**src/logic/vfd_pkg.sv**
```systemverilog
package vfd_pkg;

  // word and link layout
  localparam int WORD_BITS  = 12;
  localparam int FIFO_DEPTH = 16;
  localparam int PIN_COUNT  = 4;
  localparam int PIN_CLK    = 0;
  localparam int PIN_DIN    = 1;
  localparam int PIN_LOAD   = 2;
  localparam int PIN_BLANK  = 3;

  // timing, in ns and in clock cycles at 100 MHz
  localparam int SYS_PERIOD_NS  = 10;
  localparam int SCLK_HALF_NS   = 100;
  localparam int LOAD_HOLD_NS   = 100;
  localparam int LOAD_HIGH_NS   = 55;
  localparam int COUNT_W        = 8;
  localparam int SCLK_HALF_INT  =
    (SCLK_HALF_NS + SYS_PERIOD_NS - 1) / SYS_PERIOD_NS;
  localparam int LOAD_HOLD_INT  =
    (LOAD_HOLD_NS + SYS_PERIOD_NS - 1) / SYS_PERIOD_NS;
  localparam int LOAD_HIGH_INT  =
    (LOAD_HIGH_NS + SYS_PERIOD_NS - 1) / SYS_PERIOD_NS;
  localparam logic [COUNT_W-1:0] SCLK_HALF_CYCLES =
    COUNT_W'(SCLK_HALF_INT);
  localparam logic [COUNT_W-1:0] LOAD_HOLD_CYCLES =
    COUNT_W'(LOAD_HOLD_INT);
  localparam logic [COUNT_W-1:0] LOAD_HIGH_CYCLES =
    COUNT_W'(LOAD_HIGH_INT);

  // values after reset
  localparam logic [WORD_BITS-1:0] WORD_RESET = 12'h000;

  typedef enum logic [2:0] {
    host_idle,
    host_clk_low,
    host_clk_high,
    host_load_wait,
    host_load_high
  } host_state_e;

endpackage

```
**src/logic/vfd_link.sv**
```systemverilog
`timescale 1ns/1ps
interface vfd_link;
  logic serial_clock;
  logic serial_in;
  logic load;
  logic blank;
  logic serial_out;

  modport device (
    input  serial_clock,
    input  serial_in,
    input  load,
    input  blank,
    output serial_out
  );

  modport host (
    output serial_clock,
    output serial_in,
    output load,
    output blank
  );
endinterface

```
**src/logic/vfd_host_end.sv**
```systemverilog
`timescale 1ns/1ps
module vfd_word_fifo #(
  parameter int WIDTH = 12,
  parameter int DEPTH = 16
) (
  input  wire logic             clock,
  input  wire logic             resetn,
  input  wire logic [WIDTH-1:0] in_data,
  input  wire logic             in_valid,
  output logic                  in_ready,
  output logic [WIDTH-1:0]      out_data,
  output logic                  out_valid,
  input  wire logic             out_ready
);
  localparam int AW = $clog2(DEPTH);

  typedef struct packed {
    logic [AW-1:0] wr_ptr;
    logic [AW-1:0] rd_ptr;
    logic [AW:0]   count;
    logic          full;
  } fifo_state_s;

  fifo_state_s      cur;
  fifo_state_s      next_cur;
  logic [WIDTH-1:0] mem [DEPTH];
  logic             push;
  logic             pop;

  assign push = in_valid & ~cur.full;
  assign pop  = out_ready & (cur.count != '0);

  always_comb begin
    next_cur = cur;
    if (push) begin
      next_cur.wr_ptr = cur.wr_ptr + 1'b1;
    end
    if (pop) begin
      next_cur.rd_ptr = cur.rd_ptr + 1'b1;
    end
    if (push & ~pop) begin
      next_cur.count = cur.count + 1'b1;
    end else if (pop & ~push) begin
      next_cur.count = cur.count - 1'b1;
    end
    next_cur.full = (next_cur.count == (AW+1)'(DEPTH));
  end

  always_ff @(posedge clock) begin
    if (!resetn) begin
      cur <= '0;
    end else begin
      cur <= next_cur;
    end
  end

  always_ff @(posedge clock) begin
    if (push) begin
      mem[cur.wr_ptr] <= in_data;
    end
  end

  assign in_ready  = ~cur.full;
  assign out_valid = (cur.count != '0);
  assign out_data  = mem[cur.rd_ptr];

endmodule // vfd_word_fifo

module vfd_host_end (
  input  wire logic                         clock,
  input  wire logic                         resetn,
  input  wire logic [vfd_pkg::WORD_BITS-1:0] word_data,
  input  wire logic                         word_valid,
  output logic                              word_ready,
  input  wire logic                         blank_request,
  output logic                              busy,
  vfd_link.host                             link
);
  typedef struct packed {
    vfd_pkg::host_state_e              state;
    logic [vfd_pkg::COUNT_W-1:0]       count;
    logic [3:0]                        bits_left;
    logic [vfd_pkg::WORD_BITS-1:0]     word;
    logic                              serial_clock;
    logic                              serial_in;
    logic                              load;
    logic                              blank;
    logic                              busy;
  } host_state_s;

  host_state_s                   cur;
  host_state_s                   next_cur;
  logic [vfd_pkg::WORD_BITS-1:0] fifo_data;
  logic                          fifo_valid;
  logic                          take;
  logic                          fifo_ready;

  assign take = (cur.state == vfd_pkg::host_idle) & fifo_valid;

  vfd_word_fifo #(
    .WIDTH (vfd_pkg::WORD_BITS),
    .DEPTH (vfd_pkg::FIFO_DEPTH)
  ) u_fifo (
    .clock     (clock),
    .resetn    (resetn),
    .in_data   (word_data),
    .in_valid  (word_valid),
    .in_ready  (fifo_ready),
    .out_data  (fifo_data),
    .out_valid (fifo_valid),
    .out_ready (take)
  );

  always_comb begin
    next_cur = cur;
    next_cur.blank = blank_request;
    if (cur.count != '0) begin
      next_cur.count = cur.count - 1'b1;
    end
    case (cur.state)
      vfd_pkg::host_idle: begin
        next_cur.serial_clock = 1'b0;
        next_cur.busy = fifo_valid;
        if (fifo_valid) begin
          next_cur.word = fifo_data;
          next_cur.bits_left = 4'(vfd_pkg::WORD_BITS);
          next_cur.state = vfd_pkg::host_clk_low;
          next_cur.count = vfd_pkg::SCLK_HALF_CYCLES;
        end
      end
      vfd_pkg::host_clk_low: begin
        // data is set up a full half period before the rise
        next_cur.serial_clock = 1'b0;
        next_cur.serial_in = cur.word[vfd_pkg::WORD_BITS-1];
        if (cur.count == '0) begin
          next_cur.serial_clock = 1'b1;
          next_cur.state = vfd_pkg::host_clk_high;
          next_cur.count = vfd_pkg::SCLK_HALF_CYCLES;
          next_cur.bits_left = cur.bits_left - 1'b1;
          next_cur.word = {cur.word[vfd_pkg::WORD_BITS-2:0], 1'b0};
        end
      end
      vfd_pkg::host_clk_high: begin
        if (cur.count == '0) begin
          next_cur.serial_clock = 1'b0;
          next_cur.count = vfd_pkg::SCLK_HALF_CYCLES;
          if (cur.bits_left == '0) begin
            next_cur.state = vfd_pkg::host_load_wait;
            next_cur.count = vfd_pkg::LOAD_HOLD_CYCLES;
          end else begin
            next_cur.state = vfd_pkg::host_clk_low;
          end
        end
      end
      vfd_pkg::host_load_wait: begin
        if (cur.count == '0) begin
          next_cur.load = 1'b1;
          next_cur.state = vfd_pkg::host_load_high;
          next_cur.count = vfd_pkg::LOAD_HIGH_CYCLES;
        end
      end
      vfd_pkg::host_load_high: begin
        if (cur.count == '0) begin
          next_cur.load = 1'b0;
          next_cur.state = vfd_pkg::host_idle;
          next_cur.busy = 1'b0;
        end
      end
      default: begin
        next_cur.state = vfd_pkg::host_idle;
      end
    endcase
  end

  always_ff @(posedge clock) begin
    if (!resetn) begin
      cur <= '0;
    end else begin
      cur <= next_cur;
    end
  end

  assign word_ready        = fifo_ready;
  assign busy              = cur.busy;
  assign link.serial_clock = cur.serial_clock;
  assign link.serial_in    = cur.serial_in;
  assign link.load         = cur.load;
  assign link.blank        = cur.blank;

endmodule // vfd_host_end

```
**src/flat_wrapper.sv**
```systemverilog
// flat-port wrapper written by rule: the top's interface ports become plain ports
module vfd_host_end_flat 
  (clock, resetn, word_data, word_valid, word_ready, blank_request, busy, link_serial_clock, link_serial_in, link_load, link_blank);
  vfd_link link_i ();
  input  wire logic clock;
  input  wire logic resetn;
  input  wire logic [vfd_pkg::WORD_BITS-1:0] word_data;
  input  wire logic word_valid;
  output logic word_ready;
  input  wire logic blank_request;
  output logic busy;
  output wire logic [$bits(link_i.serial_clock)-1:0] link_serial_clock;
  output wire logic [$bits(link_i.serial_in)-1:0] link_serial_in;
  output wire logic [$bits(link_i.load)-1:0] link_load;
  output wire logic [$bits(link_i.blank)-1:0] link_blank;
  assign link_serial_clock = link_i.serial_clock;
  assign link_serial_in = link_i.serial_in;
  assign link_load = link_i.load;
  assign link_blank = link_i.blank;
  vfd_host_end u_core (.clock(clock), .resetn(resetn), .word_data(word_data), .word_valid(word_valid), .word_ready(word_ready), .blank_request(blank_request), .busy(busy), .link(link_i));
endmodule
```
**config.mk**
```make
export PLATFORM = sky130hd
export DESIGN_NAME = vfd_host_end_flat
export DESIGN_NICKNAME = d
export VERILOG_FILES = /design/src/logic/vfd_pkg.sv /design/src/logic/vfd_link.sv /design/src/logic/vfd_host_end.sv /design/src/flat_wrapper.sv
export SDC_FILE = /design/constraint.sdc
export NUM_CORES = 1
export LEC_CHECK = 0
export ABC_AREA = 0
export CAP_MARGIN = 25
export CORE_UTILIZATION = 63
export CTS_CLUSTER_DIAMETER = 30
export DETAILED_ROUTE_END_ITERATION = 8
export DONT_BUFFER_PORTS = 1
export PLACE_DENSITY = 0.9
export SYNTH_ARGS = -nofsm -noshare
export SYNTH_HDL_FRONTEND = slang
export SYNTH_SLANG_ARGS = --single-unit
export TNS_END_PERCENT = 20
```
**constraint.sdc**
```tcl
create_clock -name clock -period 3.1 [get_ports clock]
set_clock_uncertainty 0.05 [all_clocks]
set_input_delay 0.155 -clock clock [delete_from_list [all_inputs] [get_ports clock]]
set_output_delay 0.155 -clock clock [all_outputs]
set_load 0.03 [all_outputs]
```
==> metrics.md, run 1 <==
| Metric | Value |
|---|---|
| Post-DP Area | `0.009841 mm^2` |
| Yosys reg bits | `242` |
| Core ar. | `0.01464 mm^2` |
| Share of layout cells above drive strength 1 | `0.2369` |
| Fillers | `746` |
| Max Cap Viol | `0` |
| Latest clock arrival within the worst-skew pair | `0.54 ns` |
| H-tree levels | `2` |
| Clock slew at reported path FFs | `0.06 ns` |
| Fraction of synthesized cell area in xor and xnor cells | `0.01009` |
| Via density per instance | `between 6 and 7` |
| Gpl congestion | `0.7890` |
| Compound-Gate Fraction of Synth Area | `0.06581` |
| Clk buf depth | `3` |
| Int Power | `7389 uW` |
| Avg WL per Cell | `27.59 um` |
| Leak | `0.003808 uW` |
| Peak VDD IR | `roughly 0.61 mV` |
| Crit path required time | `3.43 ns` |
| Die area | `0.01565 mm^2` |
| Final setup violation count | `0` |
| First-pass GRT wire length | `34740 um` |
| Total power | `10630 uW` |
| Yosys warns | `0` |
| Slew HR | `0.5052` |
| Cells after Synth | `570` |
| Sequential area share after synthesis | `0.7090` |
| Vias in the first global route | `approximately 5800` |
| Fin cells | `835` |
| Post-synth EDFFs | `192` |
| Synth unique cells | `54` |
| Setup repair after global routing missed its margin | `false` |
| Power per cell area | `between 900 and 1000 mW/mm^2` |
| Overall global routing resource usage | `0.3069` |
| Mapped cell area | `~0.0095 mm^2` |
| Max Clk Rate | `between 0.3 and 0.4 GHz` |
| Ys async rst share | `0` |
| Placed insts | `between 700 and 800` |
| Clock power frac | `0.396` |
| DR DRC count | `5` |
| Final Critical Period | `2.653 ns` |
| Most used flip-flop cell after synthesis | `edfxtp_1` |
| PortBufs | `0` |
| Post-DRT Antenna Nets | `0` |
| Initial core utilization | `0.6517` |
| Crit start category | `flop` |
| Adder-cell share of the synthesized area | `0.01442` |
| Final period util | `0.8558` |
| FP Rows | `44` |
| GRT overflow | `0` |
| Routed via count | `5656` |
| Fin. Hold Viols | `0` |
| Critical Path End Type | `flop` |
| Area growth, synth to finish | `18.59%` |
| Switching power | `3243 uW` |
| Initial antenna violation count | `1` |
| CP arrival | `2.99 ns` |
| Die Ht | `125.1 um` |
| Outcome | `finished, violations left` |
| Sw Share | `0.3051` |
| CTS Sinks | `242` |
| CP Class | `flop to flop` |
| Die Span X | `125.1 um` |
| Main combinational cell family by area after synthesis | `multiplexers` |
| Final Slew Violations | `0` |
| Mean Syn Cell Area | `16.74 um^2` |
| IO Count | `22` |
| WL final | `23040 um` |
| DPL Wire Length | `12030 um` |
| TritonCTS clock tree | `done` |
| Detailed Routing Iterations Pass 1 | `9` |
| Comb power frac | `0.218` |
| CTS buffer count | `38` |
| Failing checks | `DRC` |
| Final Util | `0.7729` |
| Setup_tns | `0 ns` |
| Worst hold path type | `primary input to flop` |
| Peak fanout along the critical path | `18` |
| Drt initial violations | `between 500 and 600` |
| Mux cell area share after synthesis | `0.1165` |
| Synth Area in Simple Gates | `0.06424` |
| Pin count of the biggest net entering global routing | `49` |
| Final Cell Area | `0.01132 mm^2` |
| Clock root buffer | `clkbuf_16` |
| Worst slew pin tran | `0.7398 ns` |
| Net count reported at finish | `about 650` |
| Post-Syn Nets | `597` |
| Power share of the sequential group | `0.386` |
-- worst max-delay path, stage by stage, from the launching register on --
cell	delay [ns]
dfxtp_1	0.33
inv_1	0.08
ha_1	0.17
nor3b_2	0.30
nand3_1	0.52
a21o_2	0.53
a221oi_1	0.44
nor2_1	0.11
-- placed cells by master (no fill, tap or decap), types with 3 or more instances in the layout --
| cell | count |
|---|---|
| a221oi_1 | 11 |
| nand2b_1 | 5 |
| inv_6 | 5 |
| xor2_1 | 7 |
| dlygate4sd3_1 | 16 |
| nor3_2 | 4 |
| o31ai_1 | 3 |
| clkinv_4 | 6 |
| mux4_2 | 48 |
| nor4b_1 | 4 |
| nand2_1 | 26 |
| nor2b_1 | 3 |
| o21ai_0 | 6 |
| clkinv_1 | 3 |
| inv_1 | 11 |
| ha_1 | 11 |
| a21oi_1 | 28 |
| a22oi_1 | 24 |
| clkbuf_16 | 39 |
| nor3_1 | 4 |
| nand3_1 | 5 |
| nand4_1 | 5 |
| bufinv_16 | 3 |
| nor2_1 | 51 |
| buf_4 | 21 |
| dfxtp_1 | 48 |
| and2_1 | 4 |
| clkinv_2 | 4 |
| xnor2_1 | 4 |
| clkbuf_1 | 5 |
| edfxtp_1 | 192 |
-- per-stage QoR --
| stage | hold slack, ns | setup slack [ns] |
|---|---|---|
| final | 0.05130 | 0.4470 |
| after global placement | 0.2045 | 0.6808 |
| after detailed placement | 0.2044 | 0.5249 |
| after CTS | 0.03811 | 0.4080 |
| after floorplan | 0.2039 | 0.8951 |
| after global routing | 0.06227 | 0.2218 |
-- flip-flops by register name, indices dropped and copies added, names as in the netlist, named ones only --
register	count
u_core.u_fifo.mem	192
u_core.cur	27
u_core.u_fifo.cur	14
u_core.busy	1
u_core.link.blank	1
u_core.link.load	1
u_core.link.serial_clock	1
u_core.link.serial_in	1
-- final cells by class --
| class | count | area, um^2 | area share |
|---|---|---|---|
| Clock inverter | 24 | 257.7 | 0.02277 |
| Inverter | 11 | 41.29 | 0.003648 |
| Clock buffer | 46 | 1022 | 0.09032 |
| Sequential cell | 242 | 6771 | 0.5983 |
| Tap cell | 184 | 230.2 | 0.02034 |
| Multi-Input combinational cell | 287 | 2608 | 0.2304 |
| Antenna cell | 1 | 2.502 | 0.0002211 |
| Timing Repair Buffer | 40 | 385.4 | 0.03405 |
-- path summary, 6_finish.rpt --
check                           slack [ns]           start                    end  cells past startpoint
worst min register to register        0.41  u_core.cur[16]  u_core.link.serial_in                      2
worst max-delay path                  0.45  u_core.cur[21]          u_core.cur[8]                      7
worst min-delay path                  0.05      word_valid  u_core.u_fifo.cur[11]                      4
worst max register to register        0.45  u_core.cur[21]          u_core.cur[8]                      7
-- routing by layer --
metal,wire length [um],up-vias,GRT usage
met5,0,-,0
li1,-,2375,-
met2,11670,351,0.5136
met1,8520,2855,0.3811
met4,911,0,0.1506
met3,1939,75,0.07103
-- kinds of logic after synthesis --
kind of cell               after synthesis
buffers and inverters                   41
adders and majority gates               11
muxes                                   51
xor gates and xnor gates                11
AOI/OAI and AO/OA                       89
and+or+nand+nor                        125
DFF                                    242
-- synthesized netlist by cell type, types with 2 or more instances --
library cell | instances | area (um^2)
buf_4 | 4 | 30.03
a32oi_1 | 2 | 17.52
buf_6 | 2 | 22.52
nor2b_1 | 3 | 18.77
clkbuf_1 | 16 | 60.06
xor2_1 | 7 | 61.31
inv_1 | 11 | 41.29
a21oi_1 | 28 | 140.1
o31ai_1 | 3 | 22.52
nand2b_1 | 5 | 31.28
dfxtp_1 | 50 | 1001
a221oi_1 | 11 | 96.34
nor4b_1 | 4 | 35.03
or3_1 | 2 | 12.51
ha_1 | 11 | 137.6
nand4_1 | 5 | 31.28
a31oi_1 | 2 | 12.51
nand3_1 | 5 | 25.02
a211o_1 | 2 | 17.52
nand2_1 | 26 | 97.59
nand3b_1 | 2 | 15.01
edfxtp_1 | 192 | 5766
xnor2_1 | 4 | 35.03
and2_1 | 4 | 25.02
o21ai_0 | 6 | 30.03
buf_1 | 3 | 11.26
buf_2 | 5 | 25.02
mux2i_1 | 2 | 20.02
mux4_2 | 48 | 1081
nor2_1 | 51 | 191.4
a22oi_1 | 24 | 180.2
nor3_1 | 8 | 40.04
-- power groups by stage --
stage | sequential, uW | combinational, uW | clock, uW
finish | 4100 | 2320 | 4210
global route | 4130 | 2520 | 4370
CTS | 4090 | 2280 | 4240
detailed placement | 4140 | 2150 | 0
global placement | 4110 | 2020 | 0
floorplan | 4010 | 1820 | 0
-- timing repair --
| item | CTS | global route |
|---|---|---|
| endpoints found under the setup margin | 0 | 0 |
| buffers inserted | 0 | 0 |
| hold endpoints to repair | 210 | 3 |
| hold buffers | 15 | 1 |
| gates resized for setup | 0 | 0 |
Note: power is estimated with default switching activity, not from simulation.
==> run 2: changes to the inputs <==
- clock period: 3.1 -> 2.7 ns (I/O delays scaled with it)
==> run 2 against run 1 <==
- the flow now finishes without violations
- utilization grew 0.15 points
- die area stayed put
- combinational power grew 17%
- worst hold slack worse by 0.019 ns
- register-to-register slack got worse by 0.15 ns
- critical path depth stayed put
- worst setup slack got worse by 0.15 ns
- final area is 0.19% higher
- first-iteration DRC count increased by 23%
- non-clock buffer count is the same
- via count up 1.5%
- sequential share of layout area decreased by 0.11 points
==> metrics.md, run 2 (same netlist as run 1, synthesis figures left out) <==
| Metric | Value |
|---|---|
| ANT cells | `0` |
| WL final | `22580 um` |
| Clk buf depth | `3` |
| Clock root buffer | `clkbuf_16` |
| Clock slew at reported path FFs | `0.05 ns` |
| TritonCTS clock tree | `done` |
| Hold depth | `2` |
| Worst hold path type | `primary input to flop` |
| FP Rows | `44` |
| Core ar. | `0.01464 mm^2` |
| Clock power frac | `0.404` |
| Critical Path End Type | `flop` |
| Post-DP Area | `0.009856 mm^2` |
| R2r setup slk | `0.29 ns` |
| DR DRC count | `0` |
| Latest clock arrival within the worst-skew pair | `0.51 ns` |
| GRT overflow | `0` |
| Commonest cells after routing, fill and taps aside | `edfxtp_1 (192), nor2_1 (51), mux4_2 (48), dfxtp_1 (48), clkbuf_16 (39)` |
| Max reg flops | `192` |
| First-pass GRT wire length | `34670 um` |
| CTS Sinks | `approximately 240` |
| Setup repair after global routing missed its margin | `false` |
| Top Metal Used | `met4` |
| Final setup violation count | `0` |
| Met1 wire length | `7846 um` |
| Final period util | `0.8909` |
| Crit path required time | `3.05 ns` |
| Drt initial violations | `688` |
| Initial antenna violation count | `0` |
| Avg WL per Cell | `between 20 and 30 um` |
| Slew HR | `0.5573` |
| Crit start category | `flop` |
| Die Span X | `125.1 um` |
| Placed insts | `around 750` |
| Die Ht | `around 130 um` |
| Final Critical Period | `2.405 ns` |
| Hold Path End | `u_core.u_fifo.cur[6]` |
| Max Clk Rate | `between 0.4 and 0.5 GHz` |
| Met3 wire length | `~2400 um` |
| Int Power | `about 8800 uW` |
| H-tree levels | `2` |
| Via density per instance | `6.907` |
| Routed via count | `5740` |
| Hold path start | `resetn` |
| Post-DRT Antenna Nets | `0` |
| Worst slew pin tran | `0.6618 ns` |
| Pin count of the biggest net entering global routing | `49` |
| Met2 WL post-DR | `roughly 11000 um` |
| Sw Share | `0.2931` |
| Gpl congestion | `0.8691` |
| Final Cell Area | `approximately 0.011 mm^2` |
| Initial core utilization | `0.6517` |
| Net count reported at finish | `647` |
| Largest Register | `u_core.u_fifo.mem` |
| Peak fanout along the critical path | `18` |
| Outcome | `completed` |
| Worst reg2reg path endpoint | `u_core.u_fifo.cur[0]` |
| Biggest regs | `u_core.u_fifo.mem (192), u_core.cur (27), u_core.u_fifo.cur (14)` |
| Share of layout cells above drive strength 1 | `0.2365` |
| PortBufs | `0` |
| Overall global routing resource usage | `0.3018` |
| CP Class | `flop to flop` |
| Switching power | `3628 uW` |
| Fin. Hold Viols | `0` |
| Detailed Routing Iterations Pass 1 | `7` |
| Power per cell area | `1092 mW/mm^2` |
| CTS buffer count | `38` |
| Leak | `0.003808 uW` |
| R2R depth | `7` |
| Power share of the sequential group | `0.377` |
| Setup_tns | `0 ns` |
| DPL Wire Length | `about 12000 um` |
| IO Count | `22` |
| Launch point of the worst reg-to-reg path | `u_core.u_fifo.cur[1]` |
| Fin cells | `roughly 830` |
| Max Cap Viol | `0` |
| Final Slew Violations | `0` |
| Comb power frac | `0.219` |
| Die area | `0.01565 mm^2` |
| Area growth, synth to finish | `18.81%` |
| Post-CTS sizing | `0` |
| Most common cell after layout, fill and taps aside | `edfxtp_1` |
| CP arrival | `2.75 ns` |
| Vias in the first global route | `between 5000 and 6000` |
| Peak VDD IR | `0.9608 mV` |
run 2: cell count changes in the layout (fill, tap and decap cells not counted), sizes merged:
cell / previous run / this run
clkinv: 15 / 10
inv: 16 / 12
bufinv: 3 / 6
clkinvlp: 1 / 4
buf: 24 / 25
diode: 1 / 0
dlygate4sd3: 16 / 15
run 2: cell type report:
type                            instances  area (um^2)
Tap cell                              184        230.2
Clock inverter                         21        296.5
Inverter                               11        41.29
Multi-Input combinational cell        287         2608
Timing Repair Buffer                   40        370.4
Fill cell                             716         3304
Sequential cell                       242         6771
Clock buffer                           46         1022
run 2: per-layer routing:
metal	track usage	up-vias
li1	-	2368
met1	0.3787	2822
met2	0.5058	449
met3	0.06975	101
met4	0.1377	0
met5	0	-
run 2: worst max-delay path by stage:
| stage | end | cells after the start | startpoint |
|---|---|---|---|
| after global placement | u_core.u_fifo.cur[0] | 7 | u_core.u_fifo.cur[1] |
| final | u_core.u_fifo.cur[0] | 7 | u_core.u_fifo.cur[1] |
| after CTS | u_core.cur[11] | 7 | u_core.cur[21] |
| after global routing | u_core.u_fifo.cur[0] | 7 | u_core.u_fifo.cur[1] |
| after floorplan | u_core.u_fifo.mem[3][0] | 4 | u_core.u_fifo.cur[0] |
| after detailed placement | u_core.u_fifo.cur[0] | 7 | u_core.u_fifo.cur[1] |
run 2: stage by stage:
step	setup slack, ns	util	total power [uW]	hold slack (ns)
6_report	0.2946	0.7744	12380	0.03197
5_1_grt	0.1691	0.7744	12850	0.05081
4_1_cts	0.3131	0.7733	12370	0.03480
3_5_place_dp	0.3364	0.6730	7222	0.1844
3_3_place_gp	0.4630	0.6730	7046	0.1845
2_1_floorplan	0.4951	-	6693	0.1839
run 2: power groups by stage:
stage	Combinational (uW)	Clock, uW	Sequential (uW)
2_1_floorplan	2090	0	4600
3_3_place_gp	2380	0	4670
3_5_place_dp	2520	0	4700
4_1_cts	2680	5040	4650
5_1_grt	2960	5200	4690
6_report	2710	5000	4670
run 2: timing repair:
action / CTS / global route
endpoints found under the hold margin: 210 / 0
hold buffers: 15 / 0
buffers inserted: 0 / 0
run 2: critical path, cell delays in order, from the launching register on:
cell and delay (ns):
dfxtp_1 0.36, inv_1 0.12, ha_1 0.16, or4b_1 0.60, nand2_2 0.42, o22ai_2 0.12
xor2_1 0.17, nor4b_1 0.30
==> run 3: changes to the inputs <==
- RECOVER_POWER: unset -> 100
==> run 3 against run 2 <==
- routed wire length up 0.35%
- worst hold slack worse by 0.0014 ns
- sequential cell count unchanged
- combinational power down 2%
- clock-buffer cell count unchanged
- cell count unchanged
- final area down 0.93%
- clock power about the same
- worst setup slack worse by 0.038 ns
- largest power group unchanged
- highest routed layer unchanged
==> metrics.md, run 3 (same netlist as run 1, synthesis figures left out) <==
| Metric | Value |
|---|---|
| Outcome | `completed` |
| Slew HR | `0.3212` |
| Max Clk Rate | `0.4092 GHz` |
| Placed insts | `748` |
| Commonest cells after routing, fill and taps aside | `edfxtp_1 (192), nor2_1 (51), mux4_2 (48), dfxtp_1 (48), clkbuf_16 (39)` |
| Gpl congestion | `0.8691` |
| Crit path required time | `3.05 ns` |
| Final Util | `0.7672` |
| Worst slew pin tran | `1.018 ns` |
| PortBufs | `0` |
| ANT cells | `0` |
| TritonCTS clock tree | `done` |
| Critical Path End Type | `flop` |
| Final Critical Period | `2.444 ns` |
| Worst reg2reg path endpoint | `u_core.u_fifo.cur[0]` |
| Final period util | `0.9051` |
| Die Span X | `125.1 um` |
| Clk buf depth | `3` |
| H-tree levels | `2` |
| WL final | `22660 um` |
| Via density per instance | `6.904` |
| Biggest regs | `u_core.u_fifo.mem (192), u_core.cur (27), u_core.u_fifo.cur (14)` |
| Worst setup startpoint | `u_core.u_fifo.cur[1]` |
| Clock root buffer | `clkbuf_16` |
| CP arrival | `approximately 2.8 ns` |
| Initial antenna violation count | `0` |
| Setup_tns | `0 ns` |
| R2r setup slk | `0.26 ns` |
| IO Count | `22` |
| Most common cell after layout, fill and taps aside | `edfxtp_1` |
| Drt initial violations | `648` |
| Setup bufs post-CTS | `0` |
| Setup slack after layout | `0.2561 ns` |
| FP Rows | `between 40 and 50` |
| Hold path start | `resetn` |
| Max Cap Viol | `0` |
| Clock slew at reported path FFs | `0.05 ns` |
| Setup repair after global routing missed its margin | `false` |
| Detailed Routing Iterations Pass 1 | `8` |
| Hold depth | `2` |
| Power per cell area | `1098 mW/mm^2` |
| Peak fanout along the critical path | `18` |
| Core ar. | `0.01464 mm^2` |
| CTS buffer count | `38` |
| Initial core utilization | `0.6517` |
| Fin cells | `831` |
| Leak | `0.003713 uW` |
| Peak VDD IR | `a little under 1 mV` |
| Final Slew Violations | `0` |
| Routed via count | `5737` |
| Largest Register | `u_core.u_fifo.mem` |
| Overall global routing resource usage | `0.3018` |
| Vias in the first global route | `between 5000 and 6000` |
| Final setup violation count | `0` |
| CTS Sinks | `242` |
| Net count reported at finish | `between 600 and 700` |
| Share of layout cells above drive strength 1 | `0.1994` |
| Total power | `12340 uW` |
| GRT overflow | `0` |
| CP Class | `flop to flop` |
| Hold Path End | `u_core.u_fifo.cur[6]` |
| Worst hold path type | `primary input to flop` |
| Die area | `0.01565 mm^2` |
| DR DRC count | `0` |
| Crit start category | `flop` |
| Post-DRT Antenna Nets | `0` |
| Latest clock arrival within the worst-skew pair | `0.51 ns` |
| Die Ht | `~130 um` |
| Fillers | `752` |
| Pin count of the biggest net entering global routing | `49` |
| Fin. Hold Viols | `0` |
| Area growth, synth to finish | `17.71%` |
| DPL Wire Length | `11580 um` |
| Multi-input logic area | `0.002571 mm^2` |
| Avg WL per Cell | `approximately 27 um` |
| Max reg flops | `192` |
| Pre-CTS WS | `0.3364 ns` |
| Launch point of the worst reg-to-reg path | `u_core.u_fifo.cur[1]` |
| Storage element area | `0.006771 mm^2` |
| First-pass GRT wire length | `34670 um` |
| R2R depth | `7` |
run 3: cell types whose count changed in the layout (fill, tap and decap cells not counted), moves of 2 or more:
cell | before | now
buf_4 | 22 | 3
nor3_1 | 4 | 8
nor3_2 | 4 | 0
clkbuf_2 | 0 | 2
clkbuf_1 | 5 | 22
run 3: worst max-delay path, cell delays in order, from the launching register on:
cell     delay (ns)
dfxtp_1        0.36
inv_1          0.12
ha_1           0.16
or4b_1         0.60
nand2_2        0.40
o22ai_1        0.15
xor2_1         0.17
nor4b_1        0.30
run 3: final cells by class:
class                   count  share of cell area
flip-flops and latches    242              0.6027
multi-input cells         287              0.2289
clock buffers              46             0.09099
repair buffers             40             0.02684
clock inverters            21             0.02639
well taps                 184             0.02049
inverters                  11            0.003675
run 3: timing repair:
action	in CTS	in global routing
hold endpoints to repair	210	0
gates resized for setup	0	0
hold buffers	15	0
endpoints found under the setup margin	0	0
run 3: worst max-delay path by stage:
stage                              endpoint  slack (ns)
global route           u_core.u_fifo.cur[0]        0.13
global placement       u_core.u_fifo.cur[0]        0.46
finish                 u_core.u_fifo.cur[0]        0.26
CTS                          u_core.cur[11]        0.31
floorplan           u_core.u_fifo.mem[3][0]        0.50
detailed placement     u_core.u_fifo.cur[0]        0.34
run 3: metrics by stage:
stage	hold slack, ns	instance area [um^2]
CTS	0.03480	11320
global route	0.05081	11230
finish	0.03056	11230
global placement	0.1845	9856
detailed placement	0.1844	9856
floorplan	0.1839	9544
run 3: per-layer routing:
| layer | global-route usage | share of wire | vias to the layer above |
|---|---|---|---|
| met5 | 0 | 0 | - |
| met4 | 0.1377 | 0.036 | 0 |
| met3 | 0.06975 | 0.092 | 86 |
| met2 | 0.5058 | 0.50 | 428 |
| met1 | 0.3787 | 0.37 | 2859 |
| li1 | - | - | 2364 |
run 3: where the power goes:
| part | internal [uW] | leakage (uW) | total, uW | switching (uW) |
|---|---|---|---|---|
| Sequential | 4350 | 0.00214 | 4680 | 325 |
| Combinational | 1080 | 0.000939 | 2660 | 1580 |
| Clock | 3280 | 0.000629 | 5000 | 1720 |
